==> src/rtl/cdb_defines.svh <==
// Register offsets, field positions, reset values and timing counts of the device-control bank
`ifndef CDB_DEFINES_SVH
`define CDB_DEFINES_SVH

// ****************************************
// Register offsets (byte addresses)
// ****************************************
`define CDB_OFF_VENDOR    8'h00
`define CDB_OFF_MODEL     8'h04
`define CDB_OFF_HW_VER    8'h08
`define CDB_OFF_FW_VER    8'h0c
`define CDB_OFF_SERIAL    8'h10
`define CDB_OFF_CHANNELS  8'h14
`define CDB_OFF_LABEL0    8'h18
`define CDB_OFF_LABEL1    8'h1c
`define CDB_OFF_LABEL2    8'h20
`define CDB_OFF_LABEL3    8'h24
`define CDB_OFF_TS_LO     8'h28
`define CDB_OFF_TS_HI     8'h2c
`define CDB_OFF_CMD       8'h30
`define CDB_OFF_UPTIME    8'h34
`define CDB_OFF_TEMP_SEL  8'h38
`define CDB_OFF_TEMP      8'h3c
`define CDB_OFF_SPEED     8'h40
`define CDB_OFF_LIM_MODE  8'h44
`define CDB_OFF_LIM_RATE  8'h48
`define CDB_OFF_CUR_TP    8'h4c
`define CDB_OFF_RESP_TIME 8'h50

// ****************************************
// Command register bit positions
// ****************************************
`define CDB_CMD_LATCH  0
`define CDB_CMD_RESET  1
`define CDB_CMD_LOCATE 2

// ****************************************
// Read-only values, reset values and bus size code
// ****************************************
`define CDB_VENDOR_VAL   32'h00c0ffee
`define CDB_MODEL_VAL    32'h00000a11
`define CDB_HW_VER_VAL   32'h00010000
`define CDB_FW_VER_VAL   32'h00010000
`define CDB_SERIAL_VAL   32'h12345678
`define CDB_CHANNELS_VAL 32'h00000001
`define CDB_RESP_MS_VAL  32'h000000c8
`define CDB_LIM_RATE_RST 32'h17d78400
`define CDB_HSIZE_WORD   3'h2

// ****************************************
// Timing
// ****************************************
`define CDB_CLK_HZ   100000000
`define CDB_BLINK_MS 200

`endif

==> src/rtl/cdb_pkg.sv <==
// Types shared by the device-control bank
package cdb_pkg;

    // ****************************************
    // Types
    // ****************************************
    typedef logic [31:0] cdb_word_t;

    typedef enum logic {
        CDB_SPD_HIGH  = 1'b0,
        CDB_SPD_SUPER = 1'b1
    } cdb_speed_e;

    typedef enum logic {
        CDB_LOC_IDLE  = 1'b0,
        CDB_LOC_BLINK = 1'b1
    } cdb_loc_e;

endpackage : cdb_pkg

==> src/rtl/cdb_device_ctrl.sv <==
// Device-control register bank with AHB-Lite slave, timestamp, locate and pacing
//
// Added by the designer: the AHB-Lite interface to the registers and the placing of the registers.
`include "cdb_defines.svh"
//
// Summary of operation
// - Limit mode off lets packets pass freely; on applies the programmed cap.
// - Cap streamed bytes per second by spacing packet grants uniformly.
// - Latch command copies the running timestamp into the readable snapshot.
// - Reset command resets the bank and its outputs, except the uptime count and its seconds divider.
// - Locate command inverts the red indicator once, then restores it.
// - Temperature readout follows the component chosen by the selector.
// - User label is writable and reads as zero until written.
// - Uptime counts whole seconds since power-up.
// - Speed readout tells high speed from superspeed.
// - Identification values and stream channel count are readable.
// - Current throughput reports bytes actually granted in the last second.
module cdb_device_ctrl
    import cdb_pkg::*;
#(
    parameter int unsigned SEC_CYCLES   = `CDB_CLK_HZ,
    parameter int unsigned BLINK_CYCLES = `CDB_BLINK_MS * (`CDB_CLK_HZ / 1000)
) (
    input  wire logic        CLOCK,           // 100 MHz clock
    input  wire logic        RESET,           // Synchronous reset, high
    input  wire logic        HSEL,            // Slave select
    input  wire logic [31:0] HADDR,           // Address
    input  wire logic [1:0]  HTRANS,          // Transfer type
    input  wire logic        HWRITE,          // Write
    input  wire logic [2:0]  HSIZE,           // Transfer size
    input  wire logic [31:0] HWDATA,          // Write data
    input  wire logic        HREADY,          // Bus ready
    output logic             HREADYOUT,       // Slave ready
    output logic             HRESP,           // Always OKAY
    output logic [31:0]      HRDATA,          // Read data
    input  wire logic        PKT_REQ,         // Packet waiting to send
    input  wire logic [15:0] PKT_BYTES,       // Packet length in bytes
    output logic             PKT_GRANT,       // Packet may go
    input  wire logic [15:0] TEMP_SENSOR,     // Sensor temperature
    input  wire logic [15:0] TEMP_BOARD,      // Board temperature
    input  wire logic        LINK_SUPERSPEED, // Pin: link at superspeed
    input  wire logic        LED_RED_IDLE,    // Normal indicator level
    output logic             LED_RED,         // Red indicator
    output logic             DEVICE_RESET     // Full reset pulse
);

    // ****************************************
    // Reset and bus address phase
    // ****************************************
    logic        soft_rst;
    logic        wr_pend;
    logic        rd_pend;
    logic [7:0]  addr_q;
    wire         sys_rst = RESET || soft_rst;
    wire         acc     = HSEL && HTRANS[1] && HREADY && (HSIZE == `CDB_HSIZE_WORD);

    // Reads take one wait state so a preceding write is always visible
    always_ff @(posedge CLOCK) begin
        if (sys_rst) begin
            wr_pend   <= 1'b0;
            rd_pend   <= 1'b0;
            addr_q    <= 8'h0;
            HREADYOUT <= 1'b1;
            HRESP     <= 1'b0;
        end else begin
            wr_pend   <= acc && HWRITE;
            rd_pend   <= acc && !HWRITE;
            HREADYOUT <= !(acc && !HWRITE);
            if (acc) begin
                addr_q <= HADDR[7:0];
            end
        end
    end

    // ****************************************
    // Write decode
    // ****************************************
    wire wr_cmd  = wr_pend && (addr_q == `CDB_OFF_CMD);
    wire do_lat  = wr_cmd && HWDATA[`CDB_CMD_LATCH];
    wire do_rst  = wr_cmd && HWDATA[`CDB_CMD_RESET];
    wire do_loc  = wr_cmd && HWDATA[`CDB_CMD_LOCATE];
    wire wr_tsel = wr_pend && (addr_q == `CDB_OFF_TEMP_SEL);
    wire wr_mode = wr_pend && (addr_q == `CDB_OFF_LIM_MODE);
    wire wr_rate = wr_pend && (addr_q == `CDB_OFF_LIM_RATE);
    wire wr_lab  = wr_pend && (addr_q >= `CDB_OFF_LABEL0) && (addr_q <= `CDB_OFF_LABEL3);
    wire [7:0] lab_off = addr_q - `CDB_OFF_LABEL0;
    wire [1:0] lab_idx = lab_off[3:2];

    // Reset command pulses for one cycle and clears the bank, except uptime and the seconds divider
    always_ff @(posedge CLOCK) begin
        if (RESET) begin
            soft_rst <= 1'b0;
        end else begin
            soft_rst <= do_rst && !soft_rst;
        end
    end
    assign DEVICE_RESET = soft_rst;

    // ****************************************
    // Host-written settings
    // ****************************************
    cdb_word_t   label [4];
    logic        temp_sel;
    logic        lim_mode;
    logic [31:0] lim_rate;

    // Settings; read-only offsets have no write path
    always_ff @(posedge CLOCK) begin
        if (sys_rst) begin
            label    <= '{default: 32'h0};
            temp_sel <= 1'b0;
            lim_mode <= 1'b0;
            lim_rate <= `CDB_LIM_RATE_RST;
        end else begin
            if (wr_lab) begin
                label[lab_idx] <= HWDATA;
            end
            if (wr_tsel) begin
                temp_sel <= HWDATA[0];
            end
            if (wr_mode) begin
                lim_mode <= HWDATA[0];
            end
            if (wr_rate) begin
                lim_rate <= HWDATA;
            end
        end
    end

    // ****************************************
    // Timestamp, uptime and temperature
    // ****************************************
    logic [63:0] ts_count;
    logic [63:0] ts_snap;
    logic [31:0] uptime;
    logic [15:0] temp_q;
    logic        sec_tick;

    cdb_tick_div #(.CYCLES(SEC_CYCLES)) u_sec (
        .clk  (CLOCK),
        .rst  (RESET),
        .tick (sec_tick)
    );

    // Running timestamp in clock periods, snapshot on latch
    always_ff @(posedge CLOCK) begin
        if (sys_rst) begin
            ts_count <= 64'h0;
            ts_snap  <= 64'h0;
            temp_q   <= 16'h0;
        end else begin
            ts_count <= ts_count + 64'h1;
            temp_q   <= temp_sel ? TEMP_BOARD : TEMP_SENSOR;
            if (do_lat) begin
                ts_snap <= ts_count;
            end
        end
    end

    // Uptime survives the reset command, only power-on clears it
    always_ff @(posedge CLOCK) begin
        if (RESET) begin
            uptime <= 32'h0;
        end else if (sec_tick) begin
            uptime <= uptime + 32'h1;
        end
    end

    // ****************************************
    // Link speed pin synchroniser
    // ****************************************
    logic       spd_m;
    logic       spd_s;
    cdb_speed_e speed;

    // Two flops, then the readout register
    always_ff @(posedge CLOCK) begin
        if (sys_rst) begin
            spd_m <= 1'b0;
            spd_s <= 1'b0;
            speed <= CDB_SPD_HIGH;
        end else begin
            spd_m <= LINK_SUPERSPEED;
            spd_s <= spd_m;
            speed <= spd_s ? CDB_SPD_SUPER : CDB_SPD_HIGH;
        end
    end

    // ****************************************
    // Locate indicator
    // ****************************************
    cdb_loc_e    loc_state;
    logic [31:0] blink_cnt;
    wire         blink_end = (blink_cnt == 32'(BLINK_CYCLES - 1));

    // One inversion of the normal level; repeats during a blink are ignored
    always_ff @(posedge CLOCK) begin
        if (sys_rst) begin
            loc_state <= CDB_LOC_IDLE;
            blink_cnt <= 32'h0;
            LED_RED   <= 1'b0;
        end else begin
            LED_RED <= (loc_state == CDB_LOC_BLINK) ? !LED_RED_IDLE : LED_RED_IDLE;
            unique case (loc_state)
                CDB_LOC_IDLE: begin
                    blink_cnt <= 32'h0;
                    if (do_loc) begin
                        loc_state <= CDB_LOC_BLINK;
                    end
                end
                CDB_LOC_BLINK: begin
                    blink_cnt <= blink_cnt + 32'h1;
                    if (blink_end) begin
                        loc_state <= CDB_LOC_IDLE;
                    end
                end
            endcase
        end
    end

    // ****************************************
    // Throughput limiter and measurement
    // ****************************************
    logic [31:0] bytes_acc;
    logic [31:0] cur_tp;
    wire  [31:0] add = PKT_GRANT ? 32'(PKT_BYTES) : 32'h0;

    cdb_rate_limiter u_lim (
        .clk   (CLOCK),
        .rst   (sys_rst),
        .en    (lim_mode),
        .rate  (lim_rate),
        .req   (PKT_REQ),
        .bytes (PKT_BYTES),
        .grant (PKT_GRANT)
    );

    // Bytes granted over each one-second window
    always_ff @(posedge CLOCK) begin
        if (sys_rst) begin
            bytes_acc <= 32'h0;
            cur_tp    <= 32'h0;
        end else if (sec_tick) begin
            cur_tp    <= bytes_acc + add;
            bytes_acc <= 32'h0;
        end else begin
            bytes_acc <= bytes_acc + add;
        end
    end

    // ****************************************
    // Read mux
    // ****************************************
    function automatic cdb_word_t rd_sel(input logic [7:0] a);
        unique case (a)
            `CDB_OFF_VENDOR:    rd_sel = `CDB_VENDOR_VAL;
            `CDB_OFF_MODEL:     rd_sel = `CDB_MODEL_VAL;
            `CDB_OFF_HW_VER:    rd_sel = `CDB_HW_VER_VAL;
            `CDB_OFF_FW_VER:    rd_sel = `CDB_FW_VER_VAL;
            `CDB_OFF_SERIAL:    rd_sel = `CDB_SERIAL_VAL;
            `CDB_OFF_CHANNELS:  rd_sel = `CDB_CHANNELS_VAL;
            `CDB_OFF_LABEL0:    rd_sel = label[0];
            `CDB_OFF_LABEL1:    rd_sel = label[1];
            `CDB_OFF_LABEL2:    rd_sel = label[2];
            `CDB_OFF_LABEL3:    rd_sel = label[3];
            `CDB_OFF_TS_LO:     rd_sel = ts_snap[31:0];
            `CDB_OFF_TS_HI:     rd_sel = ts_snap[63:32];
            `CDB_OFF_UPTIME:    rd_sel = uptime;
            `CDB_OFF_TEMP_SEL:  rd_sel = {31'h0, temp_sel};
            `CDB_OFF_TEMP:      rd_sel = {16'h0, temp_q};
            `CDB_OFF_SPEED:     rd_sel = {31'h0, speed};
            `CDB_OFF_LIM_MODE:  rd_sel = {31'h0, lim_mode};
            `CDB_OFF_LIM_RATE:  rd_sel = lim_rate;
            `CDB_OFF_CUR_TP:    rd_sel = cur_tp;
            `CDB_OFF_RESP_TIME: rd_sel = `CDB_RESP_MS_VAL;
            default:            rd_sel = 32'h0;
        endcase
    endfunction : rd_sel

    cdb_word_t rd_word;

    // Process form so the mux follows every register it reads
    always_comb begin
        rd_word = rd_sel(addr_q);
    end

    // Read data loaded in the wait cycle
    always_ff @(posedge CLOCK) begin
        if (sys_rst) begin
            HRDATA <= 32'h0;
        end else if (rd_pend) begin
            HRDATA <= rd_word;
        end
    end
endmodule : cdb_device_ctrl

==> src/rtl/cdb_tick_div.sv <==
// Divider producing a one-cycle enable pulse every CYCLES clocks
module cdb_tick_div #(
    parameter int unsigned CYCLES = 100
) (
    input  wire logic clk,  // Clock
    input  wire logic rst,  // Synchronous reset
    output logic      tick  // One-cycle pulse
);

    logic [31:0] cnt;

    // Free-running count, pulse on wrap
    always_ff @(posedge clk) begin
        if (rst) begin
            cnt  <= 32'h0;
            tick <= 1'b0;
        end else if (cnt == 32'(CYCLES - 1)) begin
            cnt  <= 32'h0;
            tick <= 1'b1;
        end else begin
            cnt  <= cnt + 32'h1;
            tick <= 1'b0;
        end
    end

endmodule : cdb_tick_div

==> src/rtl/cdb_rate_limiter.sv <==
// Packet pacing: grants packets so the byte rate stays under the cap
`include "cdb_defines.svh"
module cdb_rate_limiter
    import cdb_pkg::*;
(
    input  wire logic        clk,       // Clock
    input  wire logic        rst,       // Synchronous reset
    input  wire logic        en,        // Limit active
    input  wire logic [31:0] rate,      // Cap in bytes per second
    input  wire logic        req,       // Packet waiting
    input  wire logic [15:0] bytes,     // Packet length
    output logic             grant      // One-cycle grant pulse
);

    // Credit is in byte-cycles: rate added per clock, length*clock_hz per packet
    logic [47:0] credit;
    logic [47:0] cap;
    wire  [47:0] cost    = 48'(bytes) * 48'(`CDB_CLK_HZ);
    wire  [47:0] acc     = credit + 48'(rate);
    wire  [47:0] lim     = req ? cost : cap;
    wire         ok      = !en || (credit >= cost);
    wire         take    = req && !grant && ok;

    // Credit saturates at one packet (last real length when idle); cleared while off
    always_ff @(posedge clk) begin
        if (rst) begin
            credit <= 48'h0;
            cap    <= 48'h0;
            grant  <= 1'b0;
        end else begin
            grant <= take;
            if (req) begin
                cap <= cost;
            end
            if (!en) begin
                credit <= 48'h0;
            end else if (take) begin
                credit <= acc - cost;
            end else begin
                credit <= (acc > lim) ? lim : acc;
            end
        end
    end
endmodule : cdb_rate_limiter

==> config.mk <==
export PLATFORM = sky130hd
export DESIGN_NAME = cdb_device_ctrl
export DESIGN_NICKNAME = d
export VERILOG_FILES = /design/src/rtl/cdb_pkg.sv /design/src/rtl/cdb_device_ctrl.sv /design/src/rtl/cdb_tick_div.sv /design/src/rtl/cdb_rate_limiter.sv
export VERILOG_INCLUDE_DIRS = /design/src /design/src/rtl
export SDC_FILE = /design/constraint.sdc
export NUM_CORES = 2
export LEC_CHECK = 0
export BUFFER_PORTS_ARGS = -buffer_cell sky130_fd_sc_hd__buf_2
export CORE_ASPECT_RATIO = 0.5
export CORE_UTILIZATION = 54
export CTS_CLUSTER_DIAMETER = 200
export CTS_CLUSTER_SIZE = 24
export DETAILED_ROUTE_END_ITERATION = 8
export GPL_ROUTABILITY_DRIVEN = 0
export PLACE_DENSITY = 0.71
export SYNTH_ARGS = -nofsm -noshare
export SYNTH_HDL_FRONTEND = slang
export SYNTH_HIERARCHICAL = 1
export SYNTH_SLANG_ARGS = --single-unit
==> constraint.sdc <==
create_clock -name CLOCK -period 15.1 [get_ports CLOCK]
set_input_delay 1.51 -clock CLOCK [delete_from_list [all_inputs] [get_ports CLOCK]]
set_output_delay 1.51 -clock CLOCK [all_outputs]
set_load 0.005 [all_outputs]
==> run_results.csv <==
group,metric,value,unit
yosys,async_flop_share,0,
detailed_routing,wire_per_inst,21.1,µm
final_layout,stdcell_area,0.0404,mm²
sta,finalCritPeriodShare,0.771,
detailed_routing,drtIter0Drc,3950,
floorplanning,coreArea,0.0697,mm²
sta,fin_crit,11.65,ns
yosys,synth_area_leaders,"dfxtp_1 (32%), ha_1 (8.9%), fa_1 (5.7%)",
yosys,yosys_warnings,6,
placed_design,dp.cells,5437,
worst_setup_path,end_kind,"register",
sta,rsz0062_at_grt,"false",
floorplanning,dieWidth,379,µm
placed_design,placedInstanceArea,0.0396,mm²
yosys,syn_inst,4553,
detailed_routing,first_pass_iters,6,
sta,final.setup.tns,0,ns
sta,setup_viol_count_final,0,
yosys,synth_edf_count,0,
min_path,min_path_type,"register to register",
clocking,ctsLongestPathBuffers,3,
sta,fmax,85.9,MHz
global_routing,antenna_found_initial,9,
clocking,cts_resized,0,
clocking,ctsRootBufferMaster,"clkbuf_16",
clocking,postCtsSetupRepairBufs,0,
worst_setup_path,cp_max_fo,36,
flow_run,max_cap_violations,0,
placed_design,dp_hpwl,85600,µm
floorplanning,rows,68,
floorplanning,initial_core_util,0.552,
worst_setup_path,max_stage_delay,0.86,ns
pwr,p_leak,15.6,nW
yosys,ys_seq_area_frac,0.319,
yosys,ys_types,118,
yosys,syn-cell-area,0.0384,mm²
sta,layout_setup_ws,3.45,ns
yosys,synth_ff_type,"dfxtp_1",
yosys,synth-seq-cells,613,
yosys,avgSynthCellArea,8.44,µm²
sta,finalHoldViolCount,0,
worst_setup_path,cp.required,15.66,ns
final_layout,area_growth,5.14,%
outcome,outcome,"completed",
detailed_routing,antenna_left,0,
detailed_routing,post-route-drc-count,0,
yosys,yosys.area.top_type,"dfxtp_1",
clocking,hold_buffers,0,
global_routing,grt_max_degree,209,
clocking,cts_tree,"done",
clocking,clkTransAtPathRegs,0.11,ns
final_layout,final_cell_mix,"dfxtp_1 (611), nand2_1 (510), nor2_1 (498)",
final_layout,final_common_cell,"dfxtp_1",
detailed_routing,wirelength,115000,µm
sta,tightest_slew,1.23,ns
worst_setup_path,critPathSlowestCell,"o31ai_4",
worst_setup_path,start_kind,"input port",
floorplanning,die-area,0.0723,mm²
detailed_routing,num_vias,33890,
sta,drv_slew,0,
global_routing,first_global_vias,31531,
global_routing,gr-total-overflow,0,
floorplanning,die_h,191,µm
sta,maxSlewHeadroom,0.181,
global_routing,grt_use_total,0.315,
clocking,clk_latency,0.67,ns
clocking,cts_buffers,29,
yosys,synth_fp_nets,5062,
yosys,yosys.area.top_type_share,0.319,
sta,fin_skew,0.0275,ns
placed_design,dp_slack,2.80,ns
global_routing,grt_pass1_wl,179000,µm
pwr,power,9.68,mW
floorplanning,ios,162,
pwr,ir_drop,423,µV
worst_setup_path,crit_type,"input port to register",
worst_setup_path,cp.arrival,12.21,ns
final_layout,fin_cells,5473,
pwr,power_density,240,mW/mm²
final_layout,nNetsFinal,5032,
clocking,cts_sinks,613,
clocking,htreeDepth,1,
detailed_routing,vias_per_cell,6.19,
final_layout,drive_gt1_frac,0.0743,
placed_design,io_buffers,135,
[sequential cells by signal (all words and copies together), names as in the netlist, 32 cells and up]
register,cells
label,128
u_sec/cnt,32
ts_snap,64
HRDATA,32
lim_rate,32
uptime,32
cur_tp,32
ts_count,64
blink_cnt,32
u_lim/cap,48
bytes_acc,32
u_lim/credit,48
[cell usage after synthesis, types with 16 or more instances]
master / n
a211oi_1: 29
a21o_1: 49
a21oi_1: 358
a221oi_1: 17
a22o_1: 38
a22oi_1: 50
a311oi_1: 22
a31oi_1: 31
and2_1: 56
and3_1: 51
and4_1: 33
buf_2: 57
clkbuf_1: 145
dfxtp_1: 613
fa_1: 110
ha_1: 274
inv_1: 238
mux2i_1: 171
nand2_1: 511
nand2b_1: 20
nand3_1: 138
nand4_1: 61
nor2_1: 501
nor2b_1: 38
nor3_1: 74
nor4_1: 37
o211ai_1: 30
o21a_1: 31
o21ai_0: 144
o21ai_1: 16
o22ai_1: 18
o31ai_1: 17
or2_2: 31
or3_1: 36
or4_1: 17
xnor2_1: 142
xor2_1: 108
[critical path: cells and delay by family]
family	cells	cell delay, ns
xor gates and xnor gates	1	0.47
and+or+nand+nor	6	1.13
adders and majority gates	8	3.91
buffers and inverters	9	1.66
AOI/OAI and AO/OA	15	3.50
[logic make-up after synthesis]
kind of cell | count (synthesis) | synth area share
xor+xnor | 254 | 0.0588
buf+inv | 478 | 0.0519
flops | 613 | 0.319
compound gates | 967 | 0.163
mux | 183 | 0.0487
fa+ha+maj | 387 | 0.147
simple gates | 1670 | 0.211
other cells | 1 | 0.0000976
[power by group]
part	total (mW)	leakage, nW	internal (mW)	switching, mW
clock network	0.891	0.374	0.348	0.543
logic	7.12	10.3	2.77	4.35
registers	1.67	4.95	1.65	0.0122
[metal layers]
metal	share of wire	wire, µm	GRT usage
met1	0.42	49100	0.426
met2	0.44	50700	0.497
met4	0.046	5310	0.135
met5	0.00023	26	0
met3	0.090	10400	0.0505
[final cells by class]
class	instances	area, µm²
inverters	242	916
clock buffers	29	726
fillers	6280	29300
flip-flops and latches	613	12300
multi-input cells	3462	24300
repair buffers	175	988
well taps	945	1180
clock inverters	2	36.3
diodes	5	12.5
[per-stage QoR]
step	utilization	hold WS, ns
floorplan	-	0.406
global placement	0.569	0.414
detailed placement	0.569	0.422
CTS	0.580	0.443
global route	0.580	0.468
finish	0.580	0.443
[worst paths after layout]
path | from | endpoint | slack [ns] | cells after the start
setup / recovery | PKT_BYTES[4] | u_lim/credit[37] | 3.45 | 39
hold / removal | spd_m | spd_s | 0.44 | 1
setup reg to reg | lim_rate[0] | u_lim/credit[37] | 7.87 | 24
hold reg to reg | spd_m | spd_s | 0.44 | 1
No activity file was read; power rests on OpenSTA's default activity.
